File: config.mk
export PLATFORM = sky130hd
export DESIGN_NAME = fsp_addr_protect
export DESIGN_NICKNAME = d
export VERILOG_FILES = /design/src/fsp_pkg.sv /design/src/fsp_protect_dec.sv /design/src/fsp_addr_protect.sv
export SDC_FILE = /design/constraint.sdc
export NUM_CORES = 1
export LEC_CHECK = 0
export BUFFER_PORTS_ARGS = -buffer_cell sky130_fd_sc_hd__buf_4
export CORE_ASPECT_RATIO = 1.1
export CORE_MARGIN = 8
export CORE_UTILIZATION = 52
export DETAILED_ROUTE_END_ITERATION = 10
export PLACE_DENSITY_LB_ADDON = 0.25
export REMOVE_ABC_BUFFERS = 1
export SLEW_MARGIN = 20
export SYNTH_ARGS = -nofsm -noshare
export SYNTH_HDL_FRONTEND = slang
export SYNTH_SLANG_ARGS = --single-unit
File: constraint.sdc
create_clock -name core_clk -period 2.4 [get_ports core_clk]
set_input_delay 0.24 -clock core_clk [delete_from_list [all_inputs] [get_ports core_clk]]
set_output_delay 0.24 -clock core_clk [all_outputs]
set_load 0.02 [all_outputs]
File: src/fsp_pkg.sv
package fsp_pkg;

   ////////////////////////////////////////////////////////////////////////////
   // register addresses in the cpu data space
   localparam logic [15:0] FSP_OFS_PTR_LOW = 16'hFFA4;
   localparam logic [15:0] FSP_OFS_PTR_HIGH = 16'hFFA5;
   localparam logic [15:0] FSP_OFS_CMP_HIGH = 16'hFFA6;
   localparam logic [15:0] FSP_OFS_CMP_LOW = 16'hFFA7;
   localparam logic [15:0] FSP_OFS_WRITE_BUF = 16'hFFA8;
   // flash location of the protect byte, read back from its captured copy
   localparam logic [15:0] FSP_OFS_PROTECT = 16'h0081;

   ////////////////////////////////////////////////////////////////////////////
   // field positions and reset values
   localparam int FSP_ADDR_W = 12;
   localparam int FSP_PSEL_LSB = 2;
   localparam int FSP_PSEL_MSB = 6;
   localparam logic [7:0] FSP_CMP_RST = 8'h00;
   localparam logic [7:0] FSP_WBUF_RST = 8'h00;
   localparam logic [7:0] FSP_RD_RST = 8'h00;
   localparam logic [4:0] FSP_PSEL_RST = 5'h00;
   localparam logic [4:0] FSP_PSEL_FREE = 5'h1F;
   // code prefixes of the listed protect-select codes
   localparam logic [1:0] FSP_SEL16_TAG = 2'h1;
   localparam logic [2:0] FSP_SEL8_TAG = 3'h3;
   localparam int FSP_BLOCKS_DEF = 16;

   ////////////////////////////////////////////////////////////////////////////
   // commands, states and state records
   typedef enum logic [2:0] {
      FSP_CMD_NONE = 3'h0,
      FSP_CMD_VERIFY1 = 3'h1,
      FSP_CMD_VERIFY2 = 3'h2,
      FSP_CMD_ERASE = 3'h3,
      FSP_CMD_BLANK = 3'h4,
      FSP_CMD_WRITE = 3'h5
   } fsp_cmd_e;

   typedef enum logic [1:0] {
      FSP_IDLE = 2'b01,
      FSP_RUN = 2'b10
   } fsp_phase_e;

   typedef struct packed {
      fsp_phase_e phase;
      fsp_cmd_e cmd;
      logic [7:0] ptrLow;
      logic [7:0] ptrHigh;
      logic [7:0] cmpHigh;
      logic [7:0] cmpLow;
      logic [7:0] writeBuffer;
      logic [4:0] protectSelect;
      logic protLoaded;
      logic [FSP_ADDR_W-1:0] flashAddr;
      logic [7:0] flashData;
      logic flashReq;
      logic busy;
      logic cmdDone;
      logic protViol;
      logic [7:0] rdData;
   } fsp_state_s;

   typedef struct packed {
      logic protAny;
      logic [3:0] protTop;
   } fsp_dec_s;

endpackage

File: src/fsp_protect_dec.sv
`timescale 1ns/1ps
module fsp_protect_dec import fsp_pkg::*; #(
   parameter int NUM_BLOCKS = FSP_BLOCKS_DEF
) (
   input wire logic core_clk,
   input wire logic rst,
   input wire logic ce,
   input wire logic [4:0] protectSelect,
   output logic protAny,
   output logic [3:0] protTop
);

   fsp_dec_s dec_reg;
   fsp_dec_s dec_next;

   generate
      if (NUM_BLOCKS != 8 && NUM_BLOCKS != 16) begin : g_bad
         $error("fsp_protect_dec: NUM_BLOCKS must be 8 or 16");
      end
   endgenerate

   ////////////////////////////////////////////////////////////////////////////
   // unlisted codes protect everything: a bad byte must not open the boot area
   function automatic fsp_dec_s decode(input logic [4:0] sel);
      fsp_dec_s d;
      // every block number the pointer can name, so an eight-block part refuses too
      d.protAny = 1'b1;
      d.protTop = 4'hF;
      if (sel == FSP_PSEL_FREE) begin
         d.protAny = 1'b0;
         d.protTop = 4'h0;
      end else if (NUM_BLOCKS == 16 && sel[4:3] == FSP_SEL16_TAG) begin
         d.protTop = 4'hF - {sel[2:0], 1'b0};
      end else if (NUM_BLOCKS == 8 && sel[4:2] == FSP_SEL8_TAG) begin
         d.protTop = 4'h7 - {1'b0, sel[1:0], 1'b0};
      end
      return d;
   endfunction

   // decode registered so the compare in the sequencer sees a flop
   always_comb begin
      dec_next = decode(protectSelect);
      if (rst) begin
         dec_next.protAny = 1'b1;
         dec_next.protTop = 4'hF;
      end
   end

   always_ff @(posedge core_clk) begin
      if (rst || ce) begin
         dec_reg <= dec_next;
      end
   end

   assign protAny = dec_reg.protAny;
   assign protTop = dec_reg.protTop;
endmodule

File: src/fsp_addr_protect.sv
`timescale 1ns/1ps
module fsp_addr_protect import fsp_pkg::*; #(
   parameter int NUM_BLOCKS = FSP_BLOCKS_DEF
) (
   input wire logic core_clk,
   input wire logic rst,
   input wire logic ce,
   input wire logic [15:0] cpuAddr,
   input wire logic cpuWr,
   input wire logic cpuBitOp,
   input wire logic [2:0] cpuBitSel,
   input wire logic [7:0] cpuWrData,
   input wire logic cpuRd,
   output logic [7:0] cpuRdData,
   input wire logic [7:0] protByteIn,
   input wire logic selfProgMode,
   input wire logic cmdStart,
   input wire logic [2:0] cmdCode,
   input wire logic flashAck,
   output logic [FSP_ADDR_W-1:0] flashAddr,
   output logic [7:0] flashData,
   output logic [2:0] flashCmd,
   output logic flashReq,
   output logic busy,
   output logic cmdDone,
   output logic protViolation
);

   fsp_state_s st_reg;
   fsp_state_s st_next;
   logic protAny;
   logic [3:0] protTop;
   logic targetProt;
   logic badCode;
   logic [15:0] ptrWord;
   logic [15:0] ptrInc;
   logic atEnd;

   ////////////////////////////////////////////////////////////////////////////
   // protect-select decoder
   fsp_protect_dec #(
      .NUM_BLOCKS(NUM_BLOCKS)
   ) u_dec (
      .core_clk(core_clk),
      .rst(rst),
      .ce(ce),
      .protectSelect(st_reg.protectSelect),
      .protAny(protAny),
      .protTop(protTop)
   );

   ////////////////////////////////////////////////////////////////////////////
   // helpers

   // one bit or a whole byte, as the cpu's bit and byte instructions do
   function automatic logic [7:0] merge(input logic [7:0] old,
                                        input logic [7:0] d,
                                        input logic bitOp,
                                        input logic [2:0] sel);
      logic [7:0] r;
      r = d;
      if (bitOp) begin
         r = old;
         r[sel] = d[0];
      end
      return r;
   endfunction

   // sequencer address: low nibble of the high pointer above the low byte
   function automatic logic [FSP_ADDR_W-1:0] flatAddr(input logic [15:0] w);
      return {w[11:8], w[7:0]};
   endfunction

   // register writes are only taken while the sequencer is idle
   function automatic logic regHit(input logic [15:0] a,
                                   input logic [15:0] ofs,
                                   input logic en);
      return en && a == ofs;
   endfunction

   ////////////////////////////////////////////////////////////////////////////
   // command checks
   assign ptrWord = {st_reg.ptrHigh, st_reg.ptrLow};
   assign ptrInc = ptrWord + 16'h0001;
   assign atEnd = ptrWord == {st_reg.cmpHigh, st_reg.cmpLow};

   // erase and write into a protected block are stopped, only in self mode
   assign targetProt = selfProgMode && protAny &&
                       (cmdCode == FSP_CMD_ERASE || cmdCode == FSP_CMD_WRITE) &&
                       st_reg.ptrHigh[3:0] <= protTop;

   // codes outside the command set are refused like a protect error
   assign badCode = cmdCode == FSP_CMD_NONE || cmdCode > FSP_CMD_WRITE;

   ////////////////////////////////////////////////////////////////////////////
   // next-state logic
   always_comb begin
      logic wrOk;
      wrOk = cpuWr && st_reg.phase == FSP_IDLE && !cmdStart;
      st_next = st_reg;
      st_next.cmdDone = 1'b0;
      st_next.protViol = 1'b0;

      // register writes, bit or byte
      if (regHit(cpuAddr, FSP_OFS_PTR_LOW, wrOk)) begin
         st_next.ptrLow = merge(st_reg.ptrLow, cpuWrData, cpuBitOp, cpuBitSel);
      end
      if (regHit(cpuAddr, FSP_OFS_PTR_HIGH, wrOk)) begin
         st_next.ptrHigh = merge(st_reg.ptrHigh, cpuWrData, cpuBitOp, cpuBitSel);
      end
      if (regHit(cpuAddr, FSP_OFS_CMP_HIGH, wrOk)) begin
         st_next.cmpHigh = merge(st_reg.cmpHigh, cpuWrData, cpuBitOp, cpuBitSel);
      end
      if (regHit(cpuAddr, FSP_OFS_CMP_LOW, wrOk)) begin
         st_next.cmpLow = merge(st_reg.cmpLow, cpuWrData, cpuBitOp, cpuBitSel);
      end
      if (regHit(cpuAddr, FSP_OFS_WRITE_BUF, wrOk)) begin
         st_next.writeBuffer = merge(st_reg.writeBuffer, cpuWrData, cpuBitOp, cpuBitSel);
      end

      // read data is captured, so reads show live pointer counts
      if (cpuRd) begin
         case (cpuAddr)
            FSP_OFS_PTR_LOW: st_next.rdData = st_reg.ptrLow;
            FSP_OFS_PTR_HIGH: st_next.rdData = st_reg.ptrHigh;
            FSP_OFS_CMP_HIGH: st_next.rdData = st_reg.cmpHigh;
            FSP_OFS_CMP_LOW: st_next.rdData = st_reg.cmpLow;
            FSP_OFS_WRITE_BUF: st_next.rdData = st_reg.writeBuffer;
            FSP_OFS_PROTECT: st_next.rdData = {1'b1, st_reg.protectSelect, 2'b11};
            default: st_next.rdData = FSP_RD_RST;
         endcase
      end

      // protect byte caught once, on the first enabled edge after reset
      if (!st_reg.protLoaded) begin
         st_next.protectSelect = protByteIn[FSP_PSEL_MSB:FSP_PSEL_LSB];
         st_next.protLoaded = 1'b1;
      end

      // sequencer
      case (st_reg.phase)
         FSP_IDLE: begin
            if (cmdStart) begin
               if (targetProt || badCode) begin
                  st_next.protViol = 1'b1;
                  st_next.cmdDone = 1'b1;
               end else begin
                  st_next.phase = FSP_RUN;
                  st_next.cmd = fsp_cmd_e'(cmdCode);
                  st_next.flashAddr = flatAddr(ptrWord);
                  st_next.flashData = st_reg.writeBuffer;
                  st_next.flashReq = 1'b1;
                  st_next.busy = 1'b1;
               end
            end
         end
         FSP_RUN: begin
            if (flashAck) begin
               if (st_reg.cmd == FSP_CMD_WRITE || atEnd) begin
                  // pointers keep the last address; software must reload
                  st_next.phase = FSP_IDLE;
                  st_next.flashReq = 1'b0;
                  st_next.busy = 1'b0;
                  st_next.cmdDone = 1'b1;
               end else begin
                  st_next.ptrHigh = ptrInc[15:8];
                  st_next.ptrLow = ptrInc[7:0];
                  st_next.flashAddr = flatAddr(ptrInc);
               end
            end
         end
         default: begin
            st_next.phase = FSP_IDLE;
            st_next.flashReq = 1'b0;
            st_next.busy = 1'b0;
         end
      endcase

      // pointers deliberately left out: they come up undefined
      if (rst) begin
         st_next.phase = FSP_IDLE;
         st_next.cmd = FSP_CMD_NONE;
         st_next.cmpHigh = FSP_CMP_RST;
         st_next.cmpLow = FSP_CMP_RST;
         st_next.writeBuffer = FSP_WBUF_RST;
         st_next.protectSelect = FSP_PSEL_RST;
         st_next.protLoaded = 1'b0;
         st_next.flashAddr = '0;
         st_next.flashData = FSP_WBUF_RST;
         st_next.flashReq = 1'b0;
         st_next.busy = 1'b0;
         st_next.cmdDone = 1'b0;
         st_next.protViol = 1'b0;
         st_next.rdData = FSP_RD_RST;
         st_next.ptrLow = st_reg.ptrLow;
         st_next.ptrHigh = st_reg.ptrHigh;
      end
   end

   ////////////////////////////////////////////////////////////////////////////
   // state register; reset acts even while the enable is low
   always_ff @(posedge core_clk) begin
      if (rst || ce) begin
         st_reg <= st_next;
      end
   end

   // outputs straight from the state flops
   assign cpuRdData = st_reg.rdData;
   assign flashAddr = st_reg.flashAddr;
   assign flashData = st_reg.flashData;
   assign flashCmd = st_reg.cmd;
   assign flashReq = st_reg.flashReq;
   assign busy = st_reg.busy;
   assign cmdDone = st_reg.cmdDone;
   assign protViolation = st_reg.protViol;
endmodule

==> out/metrics.cfg, run 1 <==
[setup_path]
crit_slowest_cell=edfxtp_1
worstSetupStartpointType=flop
cp-end-kind=flop
cp_top_family=compound AO/OA/AOI/OAI gates
cp_num_buf_inv=1
cp_cell_sequence=xor2_1 -> nor4_1 -> nand4_1 -> buf_4 -> a31o_2 -> a21oi_1
cp.arrival_ps=2250
crit_fanout=12
max_stage_delay_ps=490
critPathRequiredTime_ps=2420
crit_type=flop to flop

[placed_design]
hpwl_um=12000
io_buffers=78
gp_congestion=1.01
placed_cells=700

[synthesis]
yosysTopAreaCell=edfxtp_1
ys_ff_latch=86
yosysTopAreaCellShare_pct=48.0
yosysSeqAreaShare_pct=48.0
yosysWarningCount=0
yosysMostFrequentCell=edfxtp_1
async_reset_ff_share_pct=0
syn_inst=524
yosys-top-cells-area=edfxtp_1 48%, buf_4 4.7%, a21oi_1 4.1%
synth.distinct_cells=58
synth_flop_cell=edfxtp_1
synth_area_mm2=0.00538
netlist_top_cells_count=86 x edfxtp_1, 51 x nand2_1, 44 x a21oi_1
synth_edf_count=86
synth_area_per_cell_um2=10.3

[sta]
fmax_mhz=447
fin_setup_tns_ps=0
rsz0062_at_grt=no
clock_skew_ps=7.96
maxSlewHeadroom_pct=33.8
post-route-min-period_ps=2240
layout_worst_path_cycle_share_pct=93.2
tightestPinTransition_ps=984
maxSlewViolCount=0
hold_viol=0
setup_viol=0

[cts]
cts_buffers=9
postCtsSetupRepairBufs=0
cts_tree=built
cts.path.max_buffers=2
htree_levels=3
cts-resized-gates=0
clock_sinks=86
cts-root-buf=clkbuf_16
cts_hold_buf=0
clk_pin_slew_worst_paths_ps=70
clock_latency_ps=340

[cells_and_area]
areaGrowthSynthToFinish_pct=18.4
layoutNonFillerInstCount=716
largest_register_ffs=32
n_fill_cell=871
fin_util_pct=62.1
drive_above_1_share_pct=25.5
diodes=0
layout.nets=642

[global_route]
grt_overflow_total=0
grt_use_total_pct=22.6
grt_pass1_wl_um=23800
grt_max_degree=38
antenna_found_initial=0
grt_pass1_vias=4325

[power_and_ir_drop]
total_leakage_power_nw=2.53
seqPwrFrac_pct=45.3
p_per_area_mw_per_mm2=646
p_sw_share_pct=26.9
clkPwrFrac_pct=37.9
p_comb_share_pct=16.8
p_switching_mw=1.11
power_mw=4.11
peakVddDrop_mv=0.350
intPower_mw=3.01

[route]
drc_errors=0
drt_first_pass_iters=5
drtIter0Drc=421
routedWlPerCell_um=21.8
vias=4440
wl_um=15600
avgViaCountPerCell=6.20
drtAntennaViolNets=0

[die]
start_util_pct=52.5
coreArea_mm2=0.0102
dieWidth_um=113
dieArea_mm2=0.0138
io-pin-count=82
rows=39
die_h_um=123

[run]
maxCapViolCount=0

[run_status]
status=completed

[min_path]
holdCritPathClass=primary input to flop

==> cell usage in the layout, fill, tap and decap left out, drive strengths merged, types with 12 or more instances in the layout <==
| cell | synthesis | routed |
|---|---|---|
| nand4 | 14 | 14 |
| a2bb2oi | 13 | 13 |
| o21ai | 14 | 14 |
| buf | 43 | 118 |
| and3 | 12 | 12 |
| a21oi | 44 | 44 |
| nand2 | 51 | 51 |
| inv | 16 | 19 |
| nor2 | 18 | 18 |
| xor2 | 22 | 22 |
| nor2b | 21 | 21 |
| nand3 | 22 | 22 |
| edfxtp | 86 | 86 |
==> layer usage <==
layer,up-vias,wire length (um),share of wire [%],GRT usage (%)
met5,-,0,0,0
met4,0,567,3.6,9.83
met3,42,1170,7.5,4.48
met2,229,7510,48,38.3
met1,2110,6330,41,27.7
li1,2059,-,-,-
==> worst register-to-register path: stages, from the launching register on <==
cell	delay, ps
edfxtp_1	490
xor2_1	190
nor4_1	330
nand4_1	150
buf_4	220
a31o_2	240
a21oi_1	280
==> logic make-up after synthesis <==
family | share of synthesized area, %
buffers and inverters | 8.19
xor gates and xnor gates | 5.05
DFF | 48.0
muxes | 3.44
and+or+nand+nor | 18.3
adders and majority gates | 1.63
AOI/OAI and AO/OA | 15.3
==> power by group through the flow <==
| stage | Clock [mW] | Sequential, mW | Combinational (mW) |
|---|---|---|---|
| 2_1_floorplan | 0 | 1.95 | 0.281 |
| 3_3_place_gp | 0 | 1.89 | 0.670 |
| 3_5_place_dp | 0 | 1.90 | 0.683 |
| 4_1_cts | 1.56 | 1.86 | 0.687 |
| 5_1_grt | 1.62 | 1.87 | 0.743 |
| 6_report | 1.56 | 1.86 | 0.689 |
==> path summary, 6_finish.rpt <==
path	from	endpoint	slack, ps	cells after the start
worst max register to register	ptrWord[11]	flashReq	160	6
worst min-delay path	protByteIn[3]	st_reg[34]	200	2
worst max-delay path	ptrWord[11]	flashReq	160	6
worst min register to register	st_reg[33]	u_dec.protTop[1]	660	1
==> final cells by class <==
cell class              instances  area, um^2  share of cell area, %
inverters                      16        60.1                  0.944
flip-flops and latches         86        2580                   40.6
repair buffers                118         886                   13.9
well taps                     123         154                   2.42
clock buffers                   9         225                   3.54
clock inverters                 7         105                   1.65
multi-input cells             357        2350                   37.0
==> through the flow <==
| step | cell area (um^2) | hold slack, ps | setup WS [ps] |
|---|---|---|---|
| after global placement | 6030 | 538 | 203 |
| after global routing | 6360 | 191 | 17.7 |
| final | 6360 | 198 | 164 |
| after detailed placement | 6030 | 541 | 193 |
| after floorplan | 4990 | 421 | -153 |
| after CTS | 6360 | 192 | 172 |
Power figures use the tool's default switching activity.
==> inputs of run 2 (changes only) <==
- ABC_CLOCK_PERIOD_IN_PS: not set -> 2400
- SETUP_SLACK_MARGIN: not set -> 0.4
==> out/metrics.cfg, run 2 (synthesis results as in run 1) <==
[route]
drc_errors=0  ; unchanged
routedWlPerCell_um=21.9  ; was 21.8 um
drtIter0Drc=339  ; was 421
drt_first_pass_iters=6  ; was 5
avgViaCountPerCell=6.26  ; was 6.20
vias=4537  ; was 4,440
wl_um=15900  ; was 15,600 um
drtAntennaViolNets=0  ; unchanged

[sta]
clock_skew_ps=7.79  ; was 7.96 ps
tightestPinTransition_ps=991  ; was 984 ps
rsz0062_at_grt=yes  ; was no
fmax_mhz=479  ; was 447 MHz
hold_viol=0  ; unchanged
maxSlewHeadroom_pct=33.3  ; was 33.8%
holdWs_ps=197  ; was 198 ps
fin_ws_ps=310  ; was 164 ps
setup_viol=0  ; unchanged
post-route-min-period_ps=2090  ; was 2240 ps
maxSlewViolCount=0  ; unchanged
layout_worst_path_cycle_share_pct=87.1  ; was 93.2%
fin_setup_tns_ps=0  ; unchanged

[cts]
cts_tree=built  ; unchanged
clk_pin_slew_worst_paths_ps=70  ; about the same
cts_buffers=9  ; unchanged
cts-root-buf=clkbuf_16  ; unchanged
clock_sinks=86  ; unchanged
cts_hold_buf=0  ; unchanged
clock_latency_ps=340  ; about the same
htree_levels=3  ; unchanged
cts.path.max_buffers=2  ; unchanged

[cells_and_area]
drive_above_1_share_pct=30.6  ; was 25.5%
final_area_mm2=0.00659  ; was 0.00636 mm^2
fin_util_pct=64.3  ; was 62.1%
final_cell_mix=123 x buf_4, 86 x edfxtp_1, 50 x nand2_1  ; was 118 x buf_4, 86 x edfxtp_1, 51 x nand2_1
layout.nets=651  ; was 642
layoutNonFillerInstCount=725  ; was 716
diodes=0  ; unchanged
final_common_cell=buf_4  ; unchanged
largest_register_ffs=32  ; unchanged
areaGrowthSynthToFinish_pct=22.7  ; was 18.4%
n_fill_cell=840  ; was 871

[run_status]
status=completed  ; unchanged

[placed_design]
hpwl_um=12000  ; unchanged
place_ws_ps=193  ; unchanged
placed_cells=700  ; unchanged
io_buffers=78  ; unchanged
gp_congestion=1.01  ; unchanged
place_area_mm2=0.00603  ; unchanged

[power_and_ir_drop]
intPower_mw=3.04  ; was 3.01 mW
p_comb_share_pct=17.9  ; was 16.8%
clkPwrFrac_pct=37.4  ; was 37.9%
power_mw=4.16  ; was 4.11 mW
p_switching_mw=1.12  ; was 1.11 mW
p_sw_share_pct=27.0  ; was 26.9%
seqPwrFrac_pct=44.8  ; was 45.3%
peakVddDrop_mv=0.344  ; was 0.350 mV
total_leakage_power_nw=2.60  ; was 2.53 nW
p_per_area_mw_per_mm2=631  ; was 646 mW/mm^2

[setup_path]
r2r_slack_ps=310  ; was 160 ps
cp.arrival_ps=2150  ; was 2250 ps
crit_fanout=6  ; was 12
worstSetupStartpointType=flop  ; unchanged
reg2regPathDepth=7  ; was 6
regToRegStartpoint=ptrWord[9]  ; was ptrWord[11]
critPathRequiredTime_ps=2460  ; was 2420 ps
cp-end-kind=flop  ; unchanged
crit_type=flop to flop  ; unchanged
rr_endpoint=flashAddr[8]  ; was flashReq

[die]
coreArea_mm2=0.0102  ; unchanged
dieArea_mm2=0.0138  ; unchanged
die_h_um=123  ; unchanged
start_util_pct=52.5  ; unchanged
io-pin-count=82  ; unchanged
dieWidth_um=113  ; unchanged
rows=39  ; unchanged

[global_route]
grt_pass1_vias=4415  ; was 4,325
grt_max_degree=38  ; unchanged
grt_use_total_pct=22.9  ; was 22.6%
top_usage_layer=met2  ; unchanged
antenna_found_initial=0  ; unchanged
grt_overflow_total=0  ; unchanged
grt_util_met3_pct=4.58  ; was 4.48%
grt_use_met2_pct=39.1  ; was 38.3%
grt_pass1_wl_um=24100  ; was 23,800 um
use_met1_pct=27.5  ; was 27.7%

[min_path]
hold_end=st_reg[34]  ; unchanged
holdCritPathClass=primary input to flop  ; unchanged
hp-start=protByteIn[3]  ; unchanged
hold_path_depth=2  ; unchanged

[run]
maxCapViolCount=0  ; unchanged

run 2: cell count changes in the layout (fill, tap and decap cells not counted), sizes merged:
cell and delta:
buf +9
run 2: how the worst max path moves through the flow:
stage,startpoint,end,cells past startpoint
after CTS,ptrWord[11],flashAddr[2],7
after global routing,ptrWord[9],flashAddr[9],7
after global placement,ptrWord[11],flashReq,6
final,ptrWord[9],flashAddr[8],7
after floorplan,ptrWord[10],flashCmd[0],6
after detailed placement,ptrWord[11],flashReq,6
run 2: power by group through the flow:
stage / Clock (mW) / Combinational, mW / Sequential (mW)
4_1_cts: 1.56 / 0.715 / 1.86
3_5_place_dp: 0 / 0.683 / 1.90
3_3_place_gp: 0 / 0.670 / 1.89
2_1_floorplan: 0 / 0.281 / 1.95
5_1_grt: 1.62 / 0.798 / 1.87
6_report: 1.55 / 0.743 / 1.86
run 2: timing repair:
| item | CTS | global route |
|---|---|---|
| pin swaps | 5 | 10 |
| gates resized for setup | 15 | 21 |
| endpoints found under the setup margin | 41 | 47 |
| cloned | 1 | 0 |
| buffers inserted | 7 | 1 |
run 2: critical path, stage by stage, from the launching register on:
cell and delay (ps):
edfxtp_1 420, ha_1 320, nand2b_1 70, a21oi_2 140
o22ai_2 100, o311a_1 400, a21oi_2 190, buf_6 160
run 2: routing by layer:
| layer | vias to the layer above | part of all wire [%] |
|---|---|---|
| met5 | - | 0 |
| met4 | 0 | 3.9 |
| met3 | 48 | 6.8 |
| met2 | 221 | 49 |
| met1 | 2186 | 40 |
| li1 | 2082 | - |
run 2: layout make-up:
| class | count | area (um^2) | area share (%) |
|---|---|---|---|
| clock inverters | 7 | 105 | 1.59 |
| clock buffers | 9 | 225 | 3.42 |
| flip-flops and latches | 86 | 2580 | 39.2 |
| inverters | 16 | 60.1 | 0.911 |
| repair buffers | 127 | 968 | 14.7 |
| multi-input cells | 357 | 2500 | 37.9 |
| well taps | 123 | 154 | 2.33 |
==> inputs of run 3 (changes only) <==
- ABC_CLOCK_PERIOD_IN_PS: 2400 -> 2000
- CORE_UTILIZATION: 52 -> 58
- clock period: 2.4 -> 2 ns (I/O delays scaled with it)
==> out/metrics.cfg, run 3 (synthesis results as in run 1) <==
[run_status]
status=finished with violations  ; was completed
violations=negative setup slack

[power_and_ir_drop]
p_sw_share_pct=29.3  ; was 27.0%
total_leakage_power_nw=3.01  ; was 2.60 nW
clkPwrFrac_pct=31.5  ; was 37.4%
p_comb_share_pct=23.8  ; was 17.9%
intPower_mw=3.55  ; was 3.04 mW
peakVddDrop_mv=0.402  ; was 0.344 mV
p_switching_mw=1.47  ; was 1.12 mW
seqPwrFrac_pct=44.7  ; was 44.8%
p_per_area_mw_per_mm2=663  ; was 631 mW/mm^2

[setup_path]
crit_type=flop to flop  ; unchanged
cp-end-kind=flop  ; unchanged
crit_fanout=6  ; unchanged
reg2regPathDepth=8  ; was 7
worstSetupStartpointType=flop  ; unchanged
critPathRequiredTime_ps=2100  ; was 2460 ps
cp.arrival_ps=2430  ; was 2150 ps

[cts]
cts_buffers=9  ; unchanged
clk_pin_slew_worst_paths_ps=100  ; was 70 ps
cts.path.max_buffers=2  ; unchanged
htree_levels=3  ; unchanged
clock_sinks=86  ; unchanged
cts-root-buf=clkbuf_8  ; was clkbuf_16
cts_tree=built  ; unchanged
clock_latency_ps=390  ; was 340 ps

[run]
maxCapViolCount=0  ; unchanged

[cells_and_area]
areaGrowthSynthToFinish_pct=40.9  ; was 22.7%
layoutNonFillerInstCount=781  ; was 725
final_cell_mix=152 x buf_4, 86 x edfxtp_1, 46 x nand2_1  ; was 123 x buf_4, 86 x edfxtp_1, 50 x nand2_1
final_common_cell=buf_4  ; unchanged
layout.nets=713  ; was 651
n_fill_cell=491  ; was 840
diodes=0  ; unchanged
largest_register_ffs=32  ; unchanged
drive_above_1_share_pct=45.2  ; was 30.6%
final_area_mm2=0.00757  ; was 0.00659 mm^2

[route]
wl_um=20300  ; was 15,900 um
drtIter0Drc=752  ; was 339
drt_first_pass_iters=6  ; unchanged
drtAntennaViolNets=0  ; unchanged
drc_errors=0  ; unchanged
routedWlPerCell_um=26.0  ; was 21.9 um
vias=5235  ; was 4,537
avgViaCountPerCell=6.70  ; was 6.26

[sta]
layout_worst_path_cycle_share_pct=117  ; was 87.1%
hold_viol=0  ; unchanged
tightestPinTransition_ps=715  ; was 991 ps
setup_viol=47  ; was 0
maxSlewHeadroom_pct=51.8  ; was 33.3%
fin_setup_tns_ps=-9620  ; was 0 ps
fmax_mhz=428  ; was 479 MHz
rsz0062_at_grt=yes  ; unchanged
post-route-min-period_ps=2330  ; was 2090 ps
clock_skew_ps=18.9  ; was 7.79 ps
fin_ws_ps=-334  ; was 310 ps
maxSlewViolCount=0  ; unchanged

[die]
io-pin-count=82  ; unchanged
dieArea_mm2=0.0126  ; was 0.0138 mm^2
dieWidth_um=108  ; was 113 um
start_util_pct=58.6  ; was 52.5%
coreArea_mm2=0.00917  ; was 0.0102 mm^2
die_h_um=117  ; was 123 um
rows=37  ; was 39

[min_path]
holdCritPathClass=primary input to flop  ; unchanged
hold_path_depth=2  ; unchanged

[placed_design]
hpwl_um=12400  ; was 12,000 um
io_buffers=78  ; unchanged
gp_congestion=0.989  ; was 1.01
placed_cells=732  ; was 700
place_area_mm2=0.00635  ; was 0.00603 mm^2

[global_route]
grt_use_total_pct=27.2  ; was 22.9%
grt_overflow_total=0  ; unchanged
antenna_found_initial=0  ; unchanged
grt_pass1_vias=4786  ; was 4,415
grt_max_degree=39  ; was 38
grt_pass1_wl_um=25600  ; was 24,100 um

-- run 3: changes by cell type in the layout (fill, tap and decap cells not counted), moves of 7 or more --
cell	previous run	this run
a2bb2oi_2	3	10
clkbuf_16	9	0
buf_6	4	27
buf_4	123	152
clkbuf_8	0	9
a2bb2oi_1	10	3
-- run 3: worst max-delay path: stages (launching register included) --
cell	delay, ps
edfxtp_1	450
inv_2	100
ha_1	220
nand2b_1	160
a21oi_1	210
o22ai_1	130
o311a_1	350
a21oi_2	160
bufbuf_16	280
-- run 3: per-layer routing --
layer | track usage, % | vias to the layer above | share of wire [%]
met4 | 15.0 | 0 | 5.4
met1 | 33.4 | 2501 | 36
met2 | 44.2 | 428 | 48
met5 | 0 | - | 0
met3 | 5.31 | 101 | 11
li1 | - | 2205 | -
-- run 3: layout make-up --
class	instances	area, um^2	share of cell area, %
Tap cell	117	146	1.93
Clock buffer	10	128	1.69
Multi-Input combinational cell	358	2910	38.5
Timing Repair Buffer	188	1620	21.4
Clock inverter	6	118	1.55
Sequential cell	86	2580	34.1
Inverter	16	60.1	0.793
-- run 3: timing repair --
item / CTS / global route
gates resized for setup: 65 / 86
hold buffers: 0 / 0
setup buffers: 12 / 18
endpoints found under the setup margin: 87 / 87
cloned: 2 / 1
pin swaps: 25 / 40
-- run 3: power by group through the flow --
stage,Clock [mW],Sequential [mW],Combinational [mW]
after floorplan,0,2.34,0.337
after global placement,0,2.26,0.888
after detailed placement,0,2.27,0.900
after CTS,1.53,2.23,1.01
after global routing,1.62,2.25,1.25
final,1.58,2.24,1.20
-- run 3: through the flow --
step                worst slack, ps  utilization, %  total power, mW  hold WS (ps)
CTS                           -74.4            76.4             4.77           105
detailed placement             -234            69.3             3.17           496
floorplan                      -553               -             2.68           381
global route                   -383            82.6             5.13           117
finish                         -334            82.6             5.02           110
global placement               -179            69.3             3.15           499
-- run 3: path summary, 6_finish.rpt --
path         slack (ps)           from          endpoint
max                -330     ptrWord[8]     flashAddr[10]
min                 110  protByteIn[3]        st_reg[34]
max reg2reg        -330     ptrWord[8]     flashAddr[10]
min reg2reg         630     st_reg[35]  u_dec.protTop[3]
